**config.mk**
```make
export PLATFORM = sky130hd
export DESIGN_NAME = ext_irq_unit
export DESIGN_NICKNAME = d
export VERILOG_FILES = /design/src/hdl/ext_irq_pkg.sv /design/src/hdl/ext_irq_sense.sv /design/src/hdl/ext_irq_unit.sv
export VERILOG_INCLUDE_DIRS = /design/src /design/src/hdl
export SDC_FILE = /design/constraint.sdc
export NUM_CORES = 1
export LEC_CHECK = 0
export ABC_AREA = 1
export BUFFER_PORTS_ARGS = -buffer_cell sky130_fd_sc_hd__buf_2
export CORE_MARGIN = 2
export CORE_UTILIZATION = 40
export DETAILED_ROUTE_END_ITERATION = 16
export PLACE_DENSITY = 0.73
export SLEW_MARGIN = 20
export SYNTH_ARGS = -nofsm -noshare
export SYNTH_HDL_FRONTEND = slang
export SYNTH_SLANG_ARGS = --single-unit
```
**constraint.sdc**
```tcl
create_clock -name i_clock -period 2.9 [get_ports i_clock]
set_input_delay 0.29 -clock i_clock [delete_from_list [all_inputs] [get_ports i_clock]]
set_output_delay 0.29 -clock i_clock [all_outputs]
set_load 0.005 [all_outputs]
```
**src/hdl/ext_irq_cfg.svh**
```systemverilog
// Offsets, field positions, reset values and timing of the external interrupt unit
`ifndef EXT_IRQ_CFG_SVH
`define EXT_IRQ_CFG_SVH

// ----------------------------------------
// Register byte offsets
// ----------------------------------------
`define OFS_SENSE 6'h00
`define OFS_STATUS 6'h04
`define OFS_MASK 6'h08
`define OFS_PC_MASK 6'h0C
`define OFS_CPU_STATUS 6'h10
`define OFS_STACK_PTR 6'h14
`define OFS_VECTOR 6'h18
`define OFS_PIN_LEVEL 6'h1C

// ----------------------------------------
// Fields and reset values
// ----------------------------------------
`define GIE_BIT 7
`define RST_SENSE 16'h0000
`define RST_STACK_PTR 16'hFFFF

// ----------------------------------------
// Vector addresses
// ----------------------------------------
`define VEC_RESET 16'h0000
`define VEC_LINE0 16'h0002
`define VEC_LINE7 16'h0010
`define VEC_GRP0 16'h0012
`define VEC_GRP1 16'h0014
`define VEC_GRP2 16'h0016
`define VEC_STEP 16'h0002
`define PC_BYTES 16'h0002

// ----------------------------------------
// Timing
// ----------------------------------------
`define CLK_MHZ 200
`define MIN_PULSE_NS 50
`define MIN_PULSE_CYC ((`MIN_PULSE_NS * `CLK_MHZ + 999) / 1000)

`endif

```
**src/hdl/ext_irq_pkg.sv**
```systemverilog
// Types shared by the external interrupt unit
package ext_irq_pkg;
   typedef enum logic [1:0] {
      SENSE_LOW = 2'h0,
      SENSE_ANY = 2'h1,
      SENSE_FALL = 2'h2,
      SENSE_RISE = 2'h3
   } sense_mode_t;
endpackage

```
**src/hdl/ext_irq_sense.sv**
```systemverilog
// Sense logic of one dedicated interrupt line
`timescale 1ns/1ps

module ext_irq_sense
   import ext_irq_pkg::*;
#(
   parameter bit SYNC = 1'b0
) (
   input wire logic i_clock,
   input wire logic i_rst_n,
   input wire logic i_sample_en,
   input wire logic i_pin,
   input wire sense_mode_t i_sense,
   output logic o_hit
);
   logic stage;
   logic prev;
   logic fresh;
   logic armed;

   // Unclocked lines compare the live pin with its last value; sampled lines
   // compare two samples and only right after a sample was taken.
   wire logic take = !SYNC || i_sample_en;
   wire logic lvl = SYNC ? stage : i_pin;
   wire logic last = SYNC ? prev : stage;
   wire logic ok = SYNC ? fresh : armed;
   wire logic rise = ok && lvl && !last;
   wire logic fall = ok && !lvl && last;
   wire logic low = armed && !lvl;

   always_ff @(posedge i_clock) begin
      if (!i_rst_n) begin
         stage <= 1'b0;
         prev <= 1'b0;
         fresh <= 1'b0;
         armed <= 1'b0;
      end else if (take) begin
         stage <= i_pin;
         prev <= stage;
         fresh <= armed;
         armed <= 1'b1;
      end else begin
         fresh <= 1'b0;
      end
   end

   assign o_hit = (i_sense == SENSE_LOW) ? low : // RULE_09
                  (i_sense == SENSE_ANY) ? (rise || fall) :
                  (i_sense == SENSE_FALL) ? fall : rise;

endmodule // ext_irq_sense

```
**src/hdl/ext_irq_unit.sv**
```systemverilog
// External interrupt sensing unit with Avalon-MM register slave
//
// Chosen here: the Avalon-MM slave port and the address map.
`timescale 1ns/1ps
`include "ext_irq_cfg.svh"

// Behaviour
// RULE_01 - Lines 0 to 7 vector to even addresses 0x0002 up to 0x0010; reset is 0x0000.
// RULE_02 - Any enabled pin change in group 0 raises one request vectored to 0x0012.
// RULE_03 - Groups 1 and 2 raise their own requests, vectored to 0x0014 and 0x0016.
// RULE_04 - Group pins are merged by OR with no source indication; software compares.
// RULE_05 - Sampled lines need the I/O clock; only unclocked sources may wake the part.
// RULE_06 - Lines 0 to 3 are sensed unclocked; a pulse over the 50 ns minimum is caught.
// RULE_07 - Lines 4 to 7 are sampled first; an edge held over one clock period is caught.
// RULE_08 - Pin-change sources have no sense select and request on any level change.
// RULE_09 - Sense select 00 low level, 01 any edge, 10 falling edge, 11 rising edge.
// RULE_10 - A low-level source must be held low by its driver long enough to be seen.
// RULE_11 - Acceptance pushes only the return address and moves the stack pointer.
// RULE_12 - Among pending requests the lowest vector address is served first.
// RULE_13 - An enabled low-level source requests for as long as the pin stays low.
// RULE_14 - Pins are sensed whatever their direction, so software can trigger requests.
// RULE_15 - Acceptance clears the global enable until software sets it again.
// RULE_16 - Flags latch on detection; a request needs its own and the global enable.

module ext_irq_unit
   import ext_irq_pkg::*;
#(
   parameter int N_LINES = 8,
   parameter int N_ASYNC = 4,
   parameter int N_GROUPS = 3,
   parameter int GROUP_W = 8
) (
   input wire logic i_clock,
   input wire logic i_rst_n,
   input wire logic [5:0] i_address,
   input wire logic i_read,
   input wire logic i_write,
   input wire logic [31:0] i_writedata,
   input wire logic [3:0] i_byteenable,
   output logic [31:0] o_readdata,
   output logic o_waitrequest,
   input wire logic [N_LINES-1:0] i_dedicated_irq_line,
   input wire logic [N_GROUPS*GROUP_W-1:0] i_pin_change_line,
   input wire logic i_io_clock_run,
   input wire logic i_irq_ack,
   input wire logic [15:0] i_return_pc,
   output logic o_irq,
   output logic [15:0] o_vector,
   output logic o_push_valid,
   output logic [15:0] o_push_addr,
   output logic [15:0] o_push_data,
   output logic o_wake
);
   localparam int N_SRC = N_LINES + N_GROUPS;
   localparam int N_PIN = N_GROUPS * GROUP_W;
   localparam int IW = $clog2(N_SRC);
   localparam int min_pulse_cyc = `MIN_PULSE_CYC;
   localparam logic [N_SRC-1:0] ASYNC_MAP =
      {{N_GROUPS{1'b1}}, {(N_LINES - N_ASYNC){1'b0}}, {N_ASYNC{1'b1}}};

   logic [2*N_LINES-1:0] sense;
   logic [N_SRC-1:0] status;
   logic [N_SRC-1:0] mask;
   logic [N_PIN-1:0] pc_mask;
   logic [N_PIN-1:0] pc_prev;
   logic pc_armed;
   logic gie;
   logic [15:0] stack_ptr;
   logic [N_LINES-1:0] line_hit;
   logic [N_GROUPS-1:0] grp_set;

   function automatic logic [IW-1:0] first_idx(input logic [N_SRC-1:0] v);
      logic [IW-1:0] r;
      r = '0;
      for (int k = N_SRC - 1; k >= 0; k--) begin
         if (v[k]) begin
            r = IW'(k);
         end
      end
      return r;
   endfunction

   function automatic logic [15:0] vec_of(input logic [IW-1:0] idx);
      logic [15:0] r;
      if (idx < IW'(N_LINES)) begin
         r = `VEC_LINE0 + `VEC_STEP * 16'(idx);
      end else begin
         r = `VEC_GRP0 + `VEC_STEP * 16'(idx - IW'(N_LINES));
      end
      return r;
   endfunction

   // ----------------------------------------
   // Bus decode
   // ----------------------------------------
   wire logic req = i_read || i_write;
   wire logic take = req && !o_waitrequest;
   wire logic wr = i_write && take;
   wire logic [31:0] be_mask = {{8{i_byteenable[3]}}, {8{i_byteenable[2]}},
                                {8{i_byteenable[1]}}, {8{i_byteenable[0]}}};
   wire logic [31:0] wd_m = i_writedata & be_mask;
   wire logic hit_sense = i_address == `OFS_SENSE;
   wire logic hit_status = i_address == `OFS_STATUS;
   wire logic hit_mask = i_address == `OFS_MASK;
   wire logic hit_pcm = i_address == `OFS_PC_MASK;
   wire logic hit_cpu = i_address == `OFS_CPU_STATUS;
   wire logic hit_sp = i_address == `OFS_STACK_PTR;
   wire logic hit_vec = i_address == `OFS_VECTOR;
   wire logic hit_pin = i_address == `OFS_PIN_LEVEL;
   wire logic [31:0] sense_w = (32'(sense) & ~be_mask) | wd_m;
   wire logic [31:0] mask_w = (32'(mask) & ~be_mask) | wd_m;
   wire logic [31:0] pcm_w = (32'(pc_mask) & ~be_mask) | wd_m;
   wire logic [31:0] sp_w = (32'(stack_ptr) & ~be_mask) | wd_m;
   wire logic [31:0] rd_mux =
      hit_sense ? 32'(sense) :
      hit_status ? 32'(status) :
      hit_mask ? 32'(mask) :
      hit_pcm ? 32'(pc_mask) :
      hit_cpu ? (32'(gie) << `GIE_BIT) :
      hit_sp ? 32'(stack_ptr) :
      hit_vec ? 32'(o_vector) :
      hit_pin ? 32'(i_pin_change_line) : 32'h0000_0000;

   // ----------------------------------------
   // Source detection
   // ----------------------------------------
   // Pins are taken as levels only, with no direction gating at all.
   for (genvar i = 0; i < N_LINES; i++) begin : g_line
      ext_irq_sense #(
         .SYNC(i >= N_ASYNC)
      ) u_sense (
         .i_clock(i_clock),
         .i_rst_n(i_rst_n),
         .i_sample_en(i_io_clock_run), // RULE_05
         .i_pin(i_dedicated_irq_line[i]), // RULE_14
         .i_sense(sense_mode_t'(sense[2*i +: 2])), // RULE_06 RULE_07
         .o_hit(line_hit[i])
      );
   end

   // Any enabled pin toggling is one event; the source pin is not kept.
   wire logic [N_PIN-1:0] pc_change =
      (i_pin_change_line ^ pc_prev) & pc_mask & {N_PIN{pc_armed}}; // RULE_08
   for (genvar g = 0; g < N_GROUPS; g++) begin : g_grp
      assign grp_set[g] = |pc_change[g*GROUP_W +: GROUP_W]; // RULE_04
   end

   // A low level re-sets its flag every cycle, so the request stays while low.
   wire logic [N_SRC-1:0] set_vec = {grp_set, line_hit}; // RULE_10 RULE_13

   // ----------------------------------------
   // Acceptance and next state
   // ----------------------------------------
   wire logic [N_SRC-1:0] pend_en = status & mask & {N_SRC{gie}}; // RULE_16
   wire logic ack_fire = i_irq_ack && o_irq && (|pend_en);
   wire logic [IW-1:0] sel_idx = first_idx(pend_en); // RULE_12
   wire logic [N_SRC-1:0] ack_clr =
      ack_fire ? ({{(N_SRC-1){1'b0}}, 1'b1} << sel_idx) : '0;
   wire logic [N_SRC-1:0] bus_clr = (wr && hit_status) ? wd_m[N_SRC-1:0] : '0;
   // Set wins over either clear so an event in the clearing cycle survives.
   wire logic [N_SRC-1:0] next_status = (status & ~bus_clr & ~ack_clr) | set_vec;
   wire logic [N_SRC-1:0] next_mask = (wr && hit_mask) ? mask_w[N_SRC-1:0] : mask;
   wire logic next_gie = ack_fire ? 1'b0 : // RULE_15
      (wr && hit_cpu && i_byteenable[0]) ? i_writedata[`GIE_BIT] : gie;
   wire logic [15:0] next_sp = ack_fire ? stack_ptr - `PC_BYTES : // RULE_11
      (wr && hit_sp) ? sp_w[15:0] : stack_ptr;
   wire logic next_irq = |(next_status & next_mask & {N_SRC{next_gie}}); // RULE_16
   // Wake ignores the sampled lines: their clock is stopped in deep sleep.
   wire logic next_wake = |(next_status & next_mask & ASYNC_MAP); // RULE_05

   // ----------------------------------------
   // Registers
   // ----------------------------------------
   always_ff @(posedge i_clock) begin
      if (!i_rst_n) begin
         o_waitrequest <= 1'b1;
         o_readdata <= 32'h0000_0000;
      end else begin
         o_waitrequest <= !(req && o_waitrequest);
         if (i_read && o_waitrequest) begin
            o_readdata <= rd_mux;
         end
      end
   end

   always_ff @(posedge i_clock) begin
      if (!i_rst_n) begin
         sense <= `RST_SENSE;
         mask <= '0;
         pc_mask <= '0;
         gie <= 1'b0;
         stack_ptr <= `RST_STACK_PTR;
      end else begin
         sense <= (wr && hit_sense) ? sense_w[2*N_LINES-1:0] : sense;
         mask <= next_mask;
         pc_mask <= (wr && hit_pcm) ? pcm_w[N_PIN-1:0] : pc_mask;
         gie <= next_gie;
         stack_ptr <= next_sp;
      end
   end

   always_ff @(posedge i_clock) begin
      if (!i_rst_n) begin
         status <= '0;
         pc_prev <= '0;
         pc_armed <= 1'b0;
      end else begin
         status <= next_status;
         pc_prev <= i_pin_change_line;
         pc_armed <= 1'b1;
      end
   end

   always_ff @(posedge i_clock) begin
      if (!i_rst_n) begin
         o_irq <= 1'b0;
         o_wake <= 1'b0;
         o_vector <= `VEC_RESET;
         o_push_valid <= 1'b0;
         o_push_addr <= 16'h0000;
         o_push_data <= 16'h0000;
      end else begin
         o_irq <= next_irq;
         o_wake <= next_wake;
         o_push_valid <= ack_fire;
         if (ack_fire) begin
            o_vector <= vec_of(sel_idx); // RULE_01 RULE_02 RULE_03
            o_push_addr <= stack_ptr; // RULE_11
            o_push_data <= i_return_pc;
         end
      end
   end

   // ----------------------------------------
   // Checks
   // ----------------------------------------
   property p_vec_line;
      @(posedge i_clock) disable iff (!i_rst_n)
      (ack_fire && sel_idx == '0) |=> o_vector == `VEC_LINE0 && o_push_valid;
   endproperty
   a_vec_line: assert property (p_vec_line) else $error("line 0 vector wrong"); // RULE_01

   property p_vec_line7;
      @(posedge i_clock) disable iff (!i_rst_n)
      (ack_fire && sel_idx == IW'(N_LINES - 1)) |=> o_vector == `VEC_LINE7;
   endproperty
   a_vec_line7: assert property (p_vec_line7) else $error("line 7 vector wrong"); // RULE_01

   property p_vec_grp0;
      @(posedge i_clock) disable iff (!i_rst_n)
      (ack_fire && sel_idx == IW'(N_LINES)) |=> o_vector == `VEC_GRP0 && o_push_valid;
   endproperty
   a_vec_grp0: assert property (p_vec_grp0) else $error("group 0 vector wrong"); // RULE_02

   property p_vec_grp12;
      @(posedge i_clock) disable iff (!i_rst_n)
      ack_fire && sel_idx > IW'(N_LINES) |=>
      o_vector == ($past(sel_idx) == IW'(N_LINES + 1) ? `VEC_GRP1 : `VEC_GRP2);
   endproperty
   a_vec_grp12: assert property (p_vec_grp12) else $error("group vector wrong"); // RULE_03

   property p_sampled_halt;
      @(posedge i_clock) disable iff (!i_rst_n)
      (!i_io_clock_run && !$past(i_io_clock_run) &&
       sense[2*N_ASYNC +: 2] != 2'h0) |-> !line_hit[N_ASYNC];
   endproperty
   a_sampled_halt: assert property (p_sampled_halt) else $error("sampled line moved"); // RULE_05

   property p_async_pulse;
      @(posedge i_clock) disable iff (!i_rst_n)
      (pc_armed && sense[1:0] == 2'h1 && $changed(i_dedicated_irq_line[0]))
      |-> ##[1:min_pulse_cyc] status[0];
   endproperty
   a_async_pulse: assert property (p_async_pulse) else $error("line 0 pulse lost"); // RULE_06

   property p_sync_edge;
      @(posedge i_clock) disable iff (!i_rst_n)
      (pc_armed && sense[2*N_ASYNC +: 2] == 2'h3 && i_io_clock_run &&
       !i_dedicated_irq_line[N_ASYNC] ##1 i_io_clock_run &&
       i_dedicated_irq_line[N_ASYNC] && sense[2*N_ASYNC +: 2] == 2'h3)
      |=> line_hit[N_ASYNC] ##1 status[N_ASYNC];
   endproperty
   a_sync_edge: assert property (p_sync_edge) else $error("line 4 edge lost"); // RULE_07

   property p_pc_any;
      @(posedge i_clock) disable iff (!i_rst_n)
      (pc_armed && |((i_pin_change_line[GROUP_W-1:0] ^ $past(i_pin_change_line[GROUP_W-1:0]))
       & pc_mask[GROUP_W-1:0])) |=> status[N_LINES];
   endproperty
   a_pc_any: assert property (p_pc_any) else $error("pin change lost"); // RULE_08

   property p_fall_only;
      @(posedge i_clock) disable iff (!i_rst_n)
      sense[3:2] == 2'h2 && $rose(i_dedicated_irq_line[1]) |-> !line_hit[1];
   endproperty
   a_fall_only: assert property (p_fall_only) else $error("fall mode took rise"); // RULE_09

   property p_push;
      @(posedge i_clock) disable iff (!i_rst_n)
      ack_fire |=> o_push_valid && o_push_data == $past(i_return_pc) &&
      stack_ptr == $past(stack_ptr) - `PC_BYTES;
   endproperty
   a_push: assert property (p_push) else $error("stack push wrong"); // RULE_11

   property p_prio;
      @(posedge i_clock) disable iff (!i_rst_n)
      ack_fire |-> (pend_en & ((N_SRC'(1) << sel_idx) - N_SRC'(1))) == '0 && pend_en[sel_idx];
   endproperty
   a_prio: assert property (p_prio) else $error("priority wrong"); // RULE_12

   property p_level;
      @(posedge i_clock) disable iff (!i_rst_n)
      (pc_armed && sense[1:0] == 2'h0 && !i_dedicated_irq_line[0]) |=> status[0];
   endproperty
   a_level: assert property (p_level) else $error("low level dropped"); // RULE_13

   property p_gie;
      @(posedge i_clock) disable iff (!i_rst_n)
      ack_fire |=> !gie && !o_irq;
   endproperty
   a_gie: assert property (p_gie) else $error("enable not cleared"); // RULE_15

   property p_gate;
      @(posedge i_clock) disable iff (!i_rst_n)
      o_irq |-> gie && |(status & mask);
   endproperty
   a_gate: assert property (p_gate) else $error("ungated request"); // RULE_16

   property p_wake;
      @(posedge i_clock) disable iff (!i_rst_n)
      ((status & mask & ~ASYNC_MAP) != '0 && (status & mask & ASYNC_MAP) == '0) |-> !o_wake;
   endproperty
   a_wake: assert property (p_wake) else $error("sampled line woke"); // RULE_05

   property p_set_wins;
      @(posedge i_clock) disable iff (!i_rst_n)
      (wr && hit_status && wd_m[1] && line_hit[1]) |=> status[1];
   endproperty
   a_set_wins: assert property (p_set_wins) else $error("clear beat a low level"); // RULE_13

   property p_push_addr;
      @(posedge i_clock) disable iff (!i_rst_n)
      ack_fire |=> o_push_addr == $past(stack_ptr);
   endproperty
   a_push_addr: assert property (p_push_addr) else $error("push address wrong"); // RULE_11

   property p_ack_clr;
      @(posedge i_clock) disable iff (!i_rst_n)
      (ack_fire && !set_vec[sel_idx]) |=> !status[$past(sel_idx)];
   endproperty
   a_ack_clr: assert property (p_ack_clr) else $error("served flag kept"); // RULE_16

endmodule // ext_irq_unit

```
==> results of run 1 <==
[final timing paths]
path,end,start
setup / recovery,o_irq,gie
setup reg to reg,o_irq,gie
hold reg to reg,o_push_data[10],o_push_data[10]
hold / removal,pc_prev[21],i_pin_change_line[21]
[cells by family after synthesis]
logic type	Yosys count	synth area share (%)
simple gates	544	26.2
fa+ha+maj	7	0.984
other cells	1	0.0421
compound gates	293	19.5
buf+inv	232	11.6
xor+xnor	6	0.590
flops	183	41.2
[cell type report]
cell class / instances / area (µm²) / share of cell area, %
clock inverters: 14 / 168 / 1.60
flip-flops and latches: 183 / 3660 / 35.1
clock buffers: 18 / 439 / 4.20
repair buffers: 173 / 933 / 8.93
multi-input cells: 869 / 4280 / 40.9
well taps: 280 / 350 / 3.35
inverters: 163 / 616 / 5.89
diodes: 1 / 2.50 / 0.0239
[metrics by stage]
| stage | hold slack, ns | setup slack (ns) | util (%) | area, µm² | cells |
|---|---|---|---|---|---|
| after floorplan | 0.318 | 0.725 | - | 8970 | 1284 |
| after global placement | 0.445 | 0.329 | 45.1 | 9840 | 1668 |
| after detailed placement | 0.453 | 0.303 | 45.1 | 9840 | 1668 |
| after CTS | 0.0484 | 0.298 | 47.9 | 10400 | 1700 |
| after global routing | 0.0503 | 0.0504 | 47.9 | 10400 | 1701 |
| final | 0.0636 | 0.383 | 47.9 | 10400 | 1701 |
[registers in the layout (all words and copies together), names as in the netlist, 4 cells and up]
name	cells
pc_mask	24
o_readdata	24
mask	11
g_line.u_sense.lvl	4
o_vector	5
status	11
o_push_data	16
sense	16
g_line.u_sense.last	8
o_push_addr	16
stack_ptr	16
pc_prev	24
[per-layer routing]
| metal | routed length (µm) | GRT usage, % | up-vias | part of all wire [%] |
|---|---|---|---|---|
| met4 | 621 | 7.76 | 0 | 2.3 |
| met5 | 0 | 0 | - | 0 |
| met1 | 11700 | 29.9 | 4099 | 43 |
| met3 | 1990 | 4.82 | 41 | 7.4 |
| met2 | 12800 | 37.9 | 348 | 47 |
| li1 | - | - | 4388 | - |
[where the power goes]
group / switching [mW] / total [mW] / leakage [nW] / internal [mW]
combinational: 0.233 / 0.345 / 3.08 / 0.112
sequential: 0.0335 / 2.59 / 1.49 / 2.56
clock: 1.09 / 2.42 / 0.294 / 1.32
total: 1.36 / 5.36 / 4.87 / 3.99
[tightest hold or removal path, cell delays in order]
cell,delay [ns]
buf_2,0.09
nand2_1,0.04
inv_1,0.04
[cells in the final DEF (no fill, tap or decap), drive strengths merged, types with 2 or more instances in the layout]
cell type / n
a211oi: 24
a21oi: 123
a221oi: 2
a22oi: 6
a31oi: 4
buf: 173
bufinv: 2
clkbuf: 18
clkinv: 8
clkinvlp: 2
conb: 19
dfxtp: 183
ha: 7
inv: 165
nand2: 326
nand3: 67
nand4: 17
nor2: 115
nor3: 11
nor4: 4
o2111ai: 8
o211ai: 18
o21ai: 93
o221ai: 2
o22ai: 9
or2: 3
xor2: 5
[what timing repair did]
action,CTS,global route
resized for setup,0,1
hold endpoints to repair,0,0
hold buffers,0,0
setup endpoints to repair,0,1
==> impl_metrics.py, run 1 <==
metrics = {
    "outcome": {
        "outcome": "completed",
    },
    "place": {
        "port_buffers": 151,
        "dp_hpwl_mm": 19.7,
        "routabilityCongestion": 0.940,
    },
    "route": {
        "vias": 8876,
        "dr.first_iter.drc_count": 622,
        "viasPerCell": 5.22,
        "dr.pass1.iters": 6,
        "wl_per_cell_um": 15.9,
        "ant_nets": 0,
        "drc": 0,
        "drt-total-wl_mm": 27.1,
    },
    "clocking": {
        "cts.sinks": 183,
        "numCtsBuffers": 17,
        "cts_tree": "yes",
        "cts_max_level": 4,
        "cts_buffer_depth": 2,
        "cts-root-buf": "clkbuf_16",
        "clk_latency_ns": 0.44,
        "path_clk_slew_ns": 0.07,
        "cts_setup_buffers": 0,
    },
    "global_routing": {
        "grt_pass1_wl_mm": 43.2,
        "antenna_found_initial": 1,
        "grt_overflow": 0,
        "grt_pass1_vias": 8286,
        "grt_max_degree": 95,
        "track_usage_pct": 22.9,
    },
    "timing": {
        "post-route-period-util_pct": 86.8,
        "fin_skew_ns": 0.0119,
        "max_freq_mhz": 397,
        "max-slew-margin-rel_pct": 59.1,
        "rsz0062_at_grt": "no",
        "hold_violations": 0,
        "finalCriticalPeriod_ns": 2.52,
        "timing.final.max_slew_violations": 0,
        "setup_viol": 0,
        "finalSetupTns_ns": 0,
        "worst_pin_slew_ns": 0.610,
    },
    "worst_setup_path": {
        "cp.required_ns": 3.23,
        "r2r_slack_ns": 0.38,
        "cp_cell_sequence": "buf_4 -> nand3_1 -> nand2_1 -> inv_1 -> o21ai_0 -> nand2_1 -> nand2_1 -> nand2_1 -> inv_1 -> ha_1 -> ha_1 -> inv_1 -> nor2_1 -> o21ai_0 -> nand2_1 -> nand2_1 -> nor2_1 -> nand3_1 -> nand2_1 -> inv_1",
        "critPathKind": "reg -> reg",
        "crit_buf_inv": 5,
        "crit_cells": 20,
        "cpMaxStageDelayCell": "dfxtp_2",
        "crit_family": "simple AND/OR/NAND/NOR gates",
        "cpMostUsedCell": "nand2_1",
        "worst-endpoint-arrival_ns": 2.85,
        "reg2reg_depth": 20,
        "slowest_delay_ns": 0.40,
        "cp-start-kind": "flip-flop",
        "crit_fanout": 7,
        "end_kind": "flip-flop",
    },
    "logic_synthesis": {
        "synthFlopType": "dfxtp_1",
        "async_reset_ff_share_pct": 0,
        "ys_seq_elements": 183,
        "synth_top_cells_by_count": "nand2_1 (323), dfxtp_1 (183), inv_1 (152), a21oi_1 (123), nor2_1 (101)",
        "netlist_instances": 1266,
        "synth_top_area_cell": "dfxtp_1",
        "synth_edf_count": 0,
        "synth_cell_type_count": 46,
        "synth_area_um2": 8900,
        "yosysMostFrequentCell": "nand2_1",
        "synth-seq-area-share_pct": 41.2,
        "syn-mean-instance-area_um2": 7.03,
        "yosys_warnings": 0,
        "synth_top_area_share_pct": 41.2,
        "synth.area.top_cells": "dfxtp_1 (41%), nand2_1 (14%), a21oi_1 (6.9%)",
    },
    "hold_path": {
        "whs_path_depth": 3,
        "hp-class": "in -> reg",
    },
    "floorplan": {
        "die_x_um": 153,
        "core_um2": 21800,
        "std_cell_rows": 54,
        "initial_core_util_pct": 40.8,
        "ios": 180,
        "die_area_um2": 23500,
        "die_y_um": 153,
    },
    "cells_and_area": {
        "fillCellCount": 2241,
        "drive_above_1_share_pct": 17.9,
        "flow.area_growth_from_synthesis_pct": 17.4,
        "nets": 1510,
    },
    "power_and_ir_drop": {
        "p_total_mw": 5.36,
        "p_leak_nw": 4.87,
        "ir_drop_mv": 0.354,
        "power_density_nw_per_um2": 513,
    },
    "job": {
        "drv_cap": 0,
    },
}
(Power assumes the default switching activity.)
==> inputs of run 2 (changes only) <==
--- a/config.mk
+++ b/config.mk
@@ -11,7 +11,7 @@
 export CORE_MARGIN = 2
 export CORE_UTILIZATION = 40
 export DETAILED_ROUTE_END_ITERATION = 16
-export PLACE_DENSITY = 0.73
+export PLACE_DENSITY = 0.7
 export SLEW_MARGIN = 20
 export SYNTH_ARGS = -nofsm -noshare
 export SYNTH_HDL_FRONTEND = slang
==> run 2 against run 1 <==
- register-to-register slack worse by 0.08 ns
- global-route usage about the same
- sequential power is essentially flat
- fmax fell by 3.0%
- final cell count about the same
- sequential share of layout area grew 0.10 points
- critical path type unchanged
==> impl_metrics.py, run 2 (synthesis gave the netlist of run 1 again) <==
metrics = {
    "outcome": {
        "outcome": "completed",
    },
    "worst_setup_path": {
        "end_kind": "flip-flop",
        "worst-endpoint-arrival_ns": 2.93,
        "reg2reg_depth": 21,
        "critPathKind": "reg -> reg",
        "crit_path_end": "o_irq",
        "r2r_slack_ns": 0.31,
        "cp-startpoint": "gie",
        "r2r-end": "o_irq",
        "r2r-start": "gie",
        "cp.required_ns": 3.23,
        "crit_fanout": 8,
        "cp-start-kind": "flip-flop",
    },
    "cells_and_area": {
        "nets": 1509,
        "mostFrequentLayoutCell": "nand2_1",
        "flow.area_growth_from_synthesis_pct": 17.1,
        "drive_above_1_share_pct": 17.8,
        "reg_top3": "o_readdata (24), pc_mask (24), pc_prev (24)",
        "mostFrequentLayoutCells": "nand2_1 (323), dfxtp_1 (182), inv_1 (152)",
        "fin_area_um2": 10400,
        "fin_util_pct": 47.7,
    },
    "clocking": {
        "path_clk_slew_ns": 0.07,
        "cts_buffer_depth": 2,
        "cts.sinks": 183,
        "cts_tree": "yes",
        "cts_max_level": 4,
        "cts_hold_buf": 0,
        "cts-root-buf": "clkbuf_16",
        "numCtsBuffers": 17,
        "clk_latency_ns": 0.44,
    },
    "route": {
        "dr.first_iter.drc_count": 650,
        "viasPerCell": 5.21,
        "vias": 8858,
        "ant_nets": 0,
        "dr.pass1.iters": 7,
        "drc": 0,
        "wl_per_cell_um": 15.9,
        "drt-total-wl_mm": 27.1,
    },
    "power_and_ir_drop": {
        "p_seq_share_pct": 48.9,
        "clkPwrFrac_pct": 44.6,
        "ir_drop_mv": 0.357,
        "power_density_nw_per_um2": 509,
        "intPower_mw": 3.92,
        "p_total_mw": 5.30,
        "combPwrFrac_pct": 6.5,
        "switching_share_pct": 26.1,
        "p_leak_nw": 4.85,
        "p_switching_mw": 1.38,
    },
    "global_routing": {
        "antenna_found_initial": 1,
        "grt_pass1_wl_mm": 43.2,
        "grt_overflow": 0,
        "grt_pass1_vias": 8383,
        "track_usage_pct": 22.9,
        "grt_max_degree": 74,
    },
    "floorplan": {
        "core_um2": 21800,
        "initial_core_util_pct": 40.8,
        "die_y_um": 153,
        "std_cell_rows": 54,
        "die_x_um": 153,
        "ios": 180,
        "die_area_um2": 23500,
    },
    "place": {
        "routabilityCongestion": 0.914,
        "place_ws_ns": 0.210,
        "port_buffers": 151,
        "dpl_cell_area_um2": 9820,
        "dp_hpwl_mm": 20.0,
    },
    "timing": {
        "worst_pin_slew_ns": 0.791,
        "setup_viol": 0,
        "max_freq_mhz": 385,
        "finalSetupTns_ns": 0,
        "rsz0062_at_grt": "no",
        "post-route-period-util_pct": 89.5,
        "setup_ws_ns": 0.305,
        "finalCriticalPeriod_ns": 2.59,
        "fin_skew_ns": 0.0132,
        "max-slew-margin-rel_pct": 47.2,
        "hold_violations": 0,
        "timing.final.max_slew_violations": 0,
    },
    "hold_path": {
        "hp-class": "in -> reg",
    },
    "job": {
        "drv_cap": 0,
    },
}
## run 2: cell types whose count changed in the layout (fill, tap and decap cells not counted)
cell | before | now
inv_8 | 2 | 3
buf_12 | 1 | 0
clkinv_2 | 3 | 1
clkinv_4 | 1 | 4
clkinvlp_4 | 2 | 1
bufinv_16 | 2 | 1
## run 2: repair_timing
action,4_1_cts,5_1_grt
endpoints found under the setup margin,0,2
resized for setup,0,1
buffers inserted,0,0
## run 2: worst min path at each step
stage                            start                 endpoint  slack [ns]  cells after the start
6_report       i_dedicated_irq_line[2]   g_line[2].u_sense.last        0.06                      3
5_1_grt        i_dedicated_irq_line[2]   g_line[2].u_sense.last        0.07                      3
4_1_cts        i_dedicated_irq_line[2]   g_line[2].u_sense.last        0.04                      3
3_5_place_dp            o_push_data[5]           o_push_data[5]        0.45                      2
3_3_place_gp            o_push_data[8]           o_push_data[8]        0.45                      2
2_1_floorplan                  i_rst_n  g_line[3].u_sense.armed        0.32                      0
## run 2: final cells by class
class                   count  area (µm²)
flip-flops and latches    183        3660
inverters                 163         616
well taps                 280         350
clock inverters            14         158
diodes                      1        2.50
clock buffers              18         439
multi-input cells         869        4280
fillers                  2236       11400
repair buffers            172         913
## run 2: layer usage
| layer | GRT usage (%) | share of wire, % | vias to the layer above |
|---|---|---|---|
| met5 | 0 | 0 | - |
| met4 | 8.16 | 2.5 | 0 |
| met3 | 4.59 | 7.5 | 51 |
| met2 | 38.8 | 47 | 335 |
| met1 | 29.1 | 43 | 4083 |
| li1 | - | - | 4389 |
## run 2: metrics by stage
step | instances | hold WS (ns)
2_1_floorplan | 1284 | 0.318
3_3_place_gp | 1667 | 0.446
3_5_place_dp | 1667 | 0.451
4_1_cts | 1699 | 0.0437
5_1_grt | 1700 | 0.0660
6_report | 1700 | 0.0647
## run 2: worst max-delay path: stages (launching register included)
cell     delay, ns
dfxtp_2       0.43
nand3_1       0.15
o21ai_0       0.22
nand2_1       0.08
nand2_1       0.06
nand2_1       0.06
nand2_1       0.05
nand2_1       0.05
nand2_1       0.05
nand2_1       0.08
inv_1         0.13
ha_1          0.20
ha_1          0.15
inv_1         0.04
nor2_1        0.13
o21ai_0       0.11
nand2_1       0.07
nand2_1       0.04
nor2_1        0.19
nand3_1       0.09
nand2_1       0.07
inv_1         0.03
## run 2: power groups by stage
stage               Clock (mW)  Sequential, mW  Combinational (mW)
global route              2.52            2.60               0.384
global placement             0            2.65               0.336
finish                    2.36            2.60               0.345
floorplan                    0            2.64               0.202
detailed placement           0            2.65               0.342
CTS                       2.40            2.59               0.343
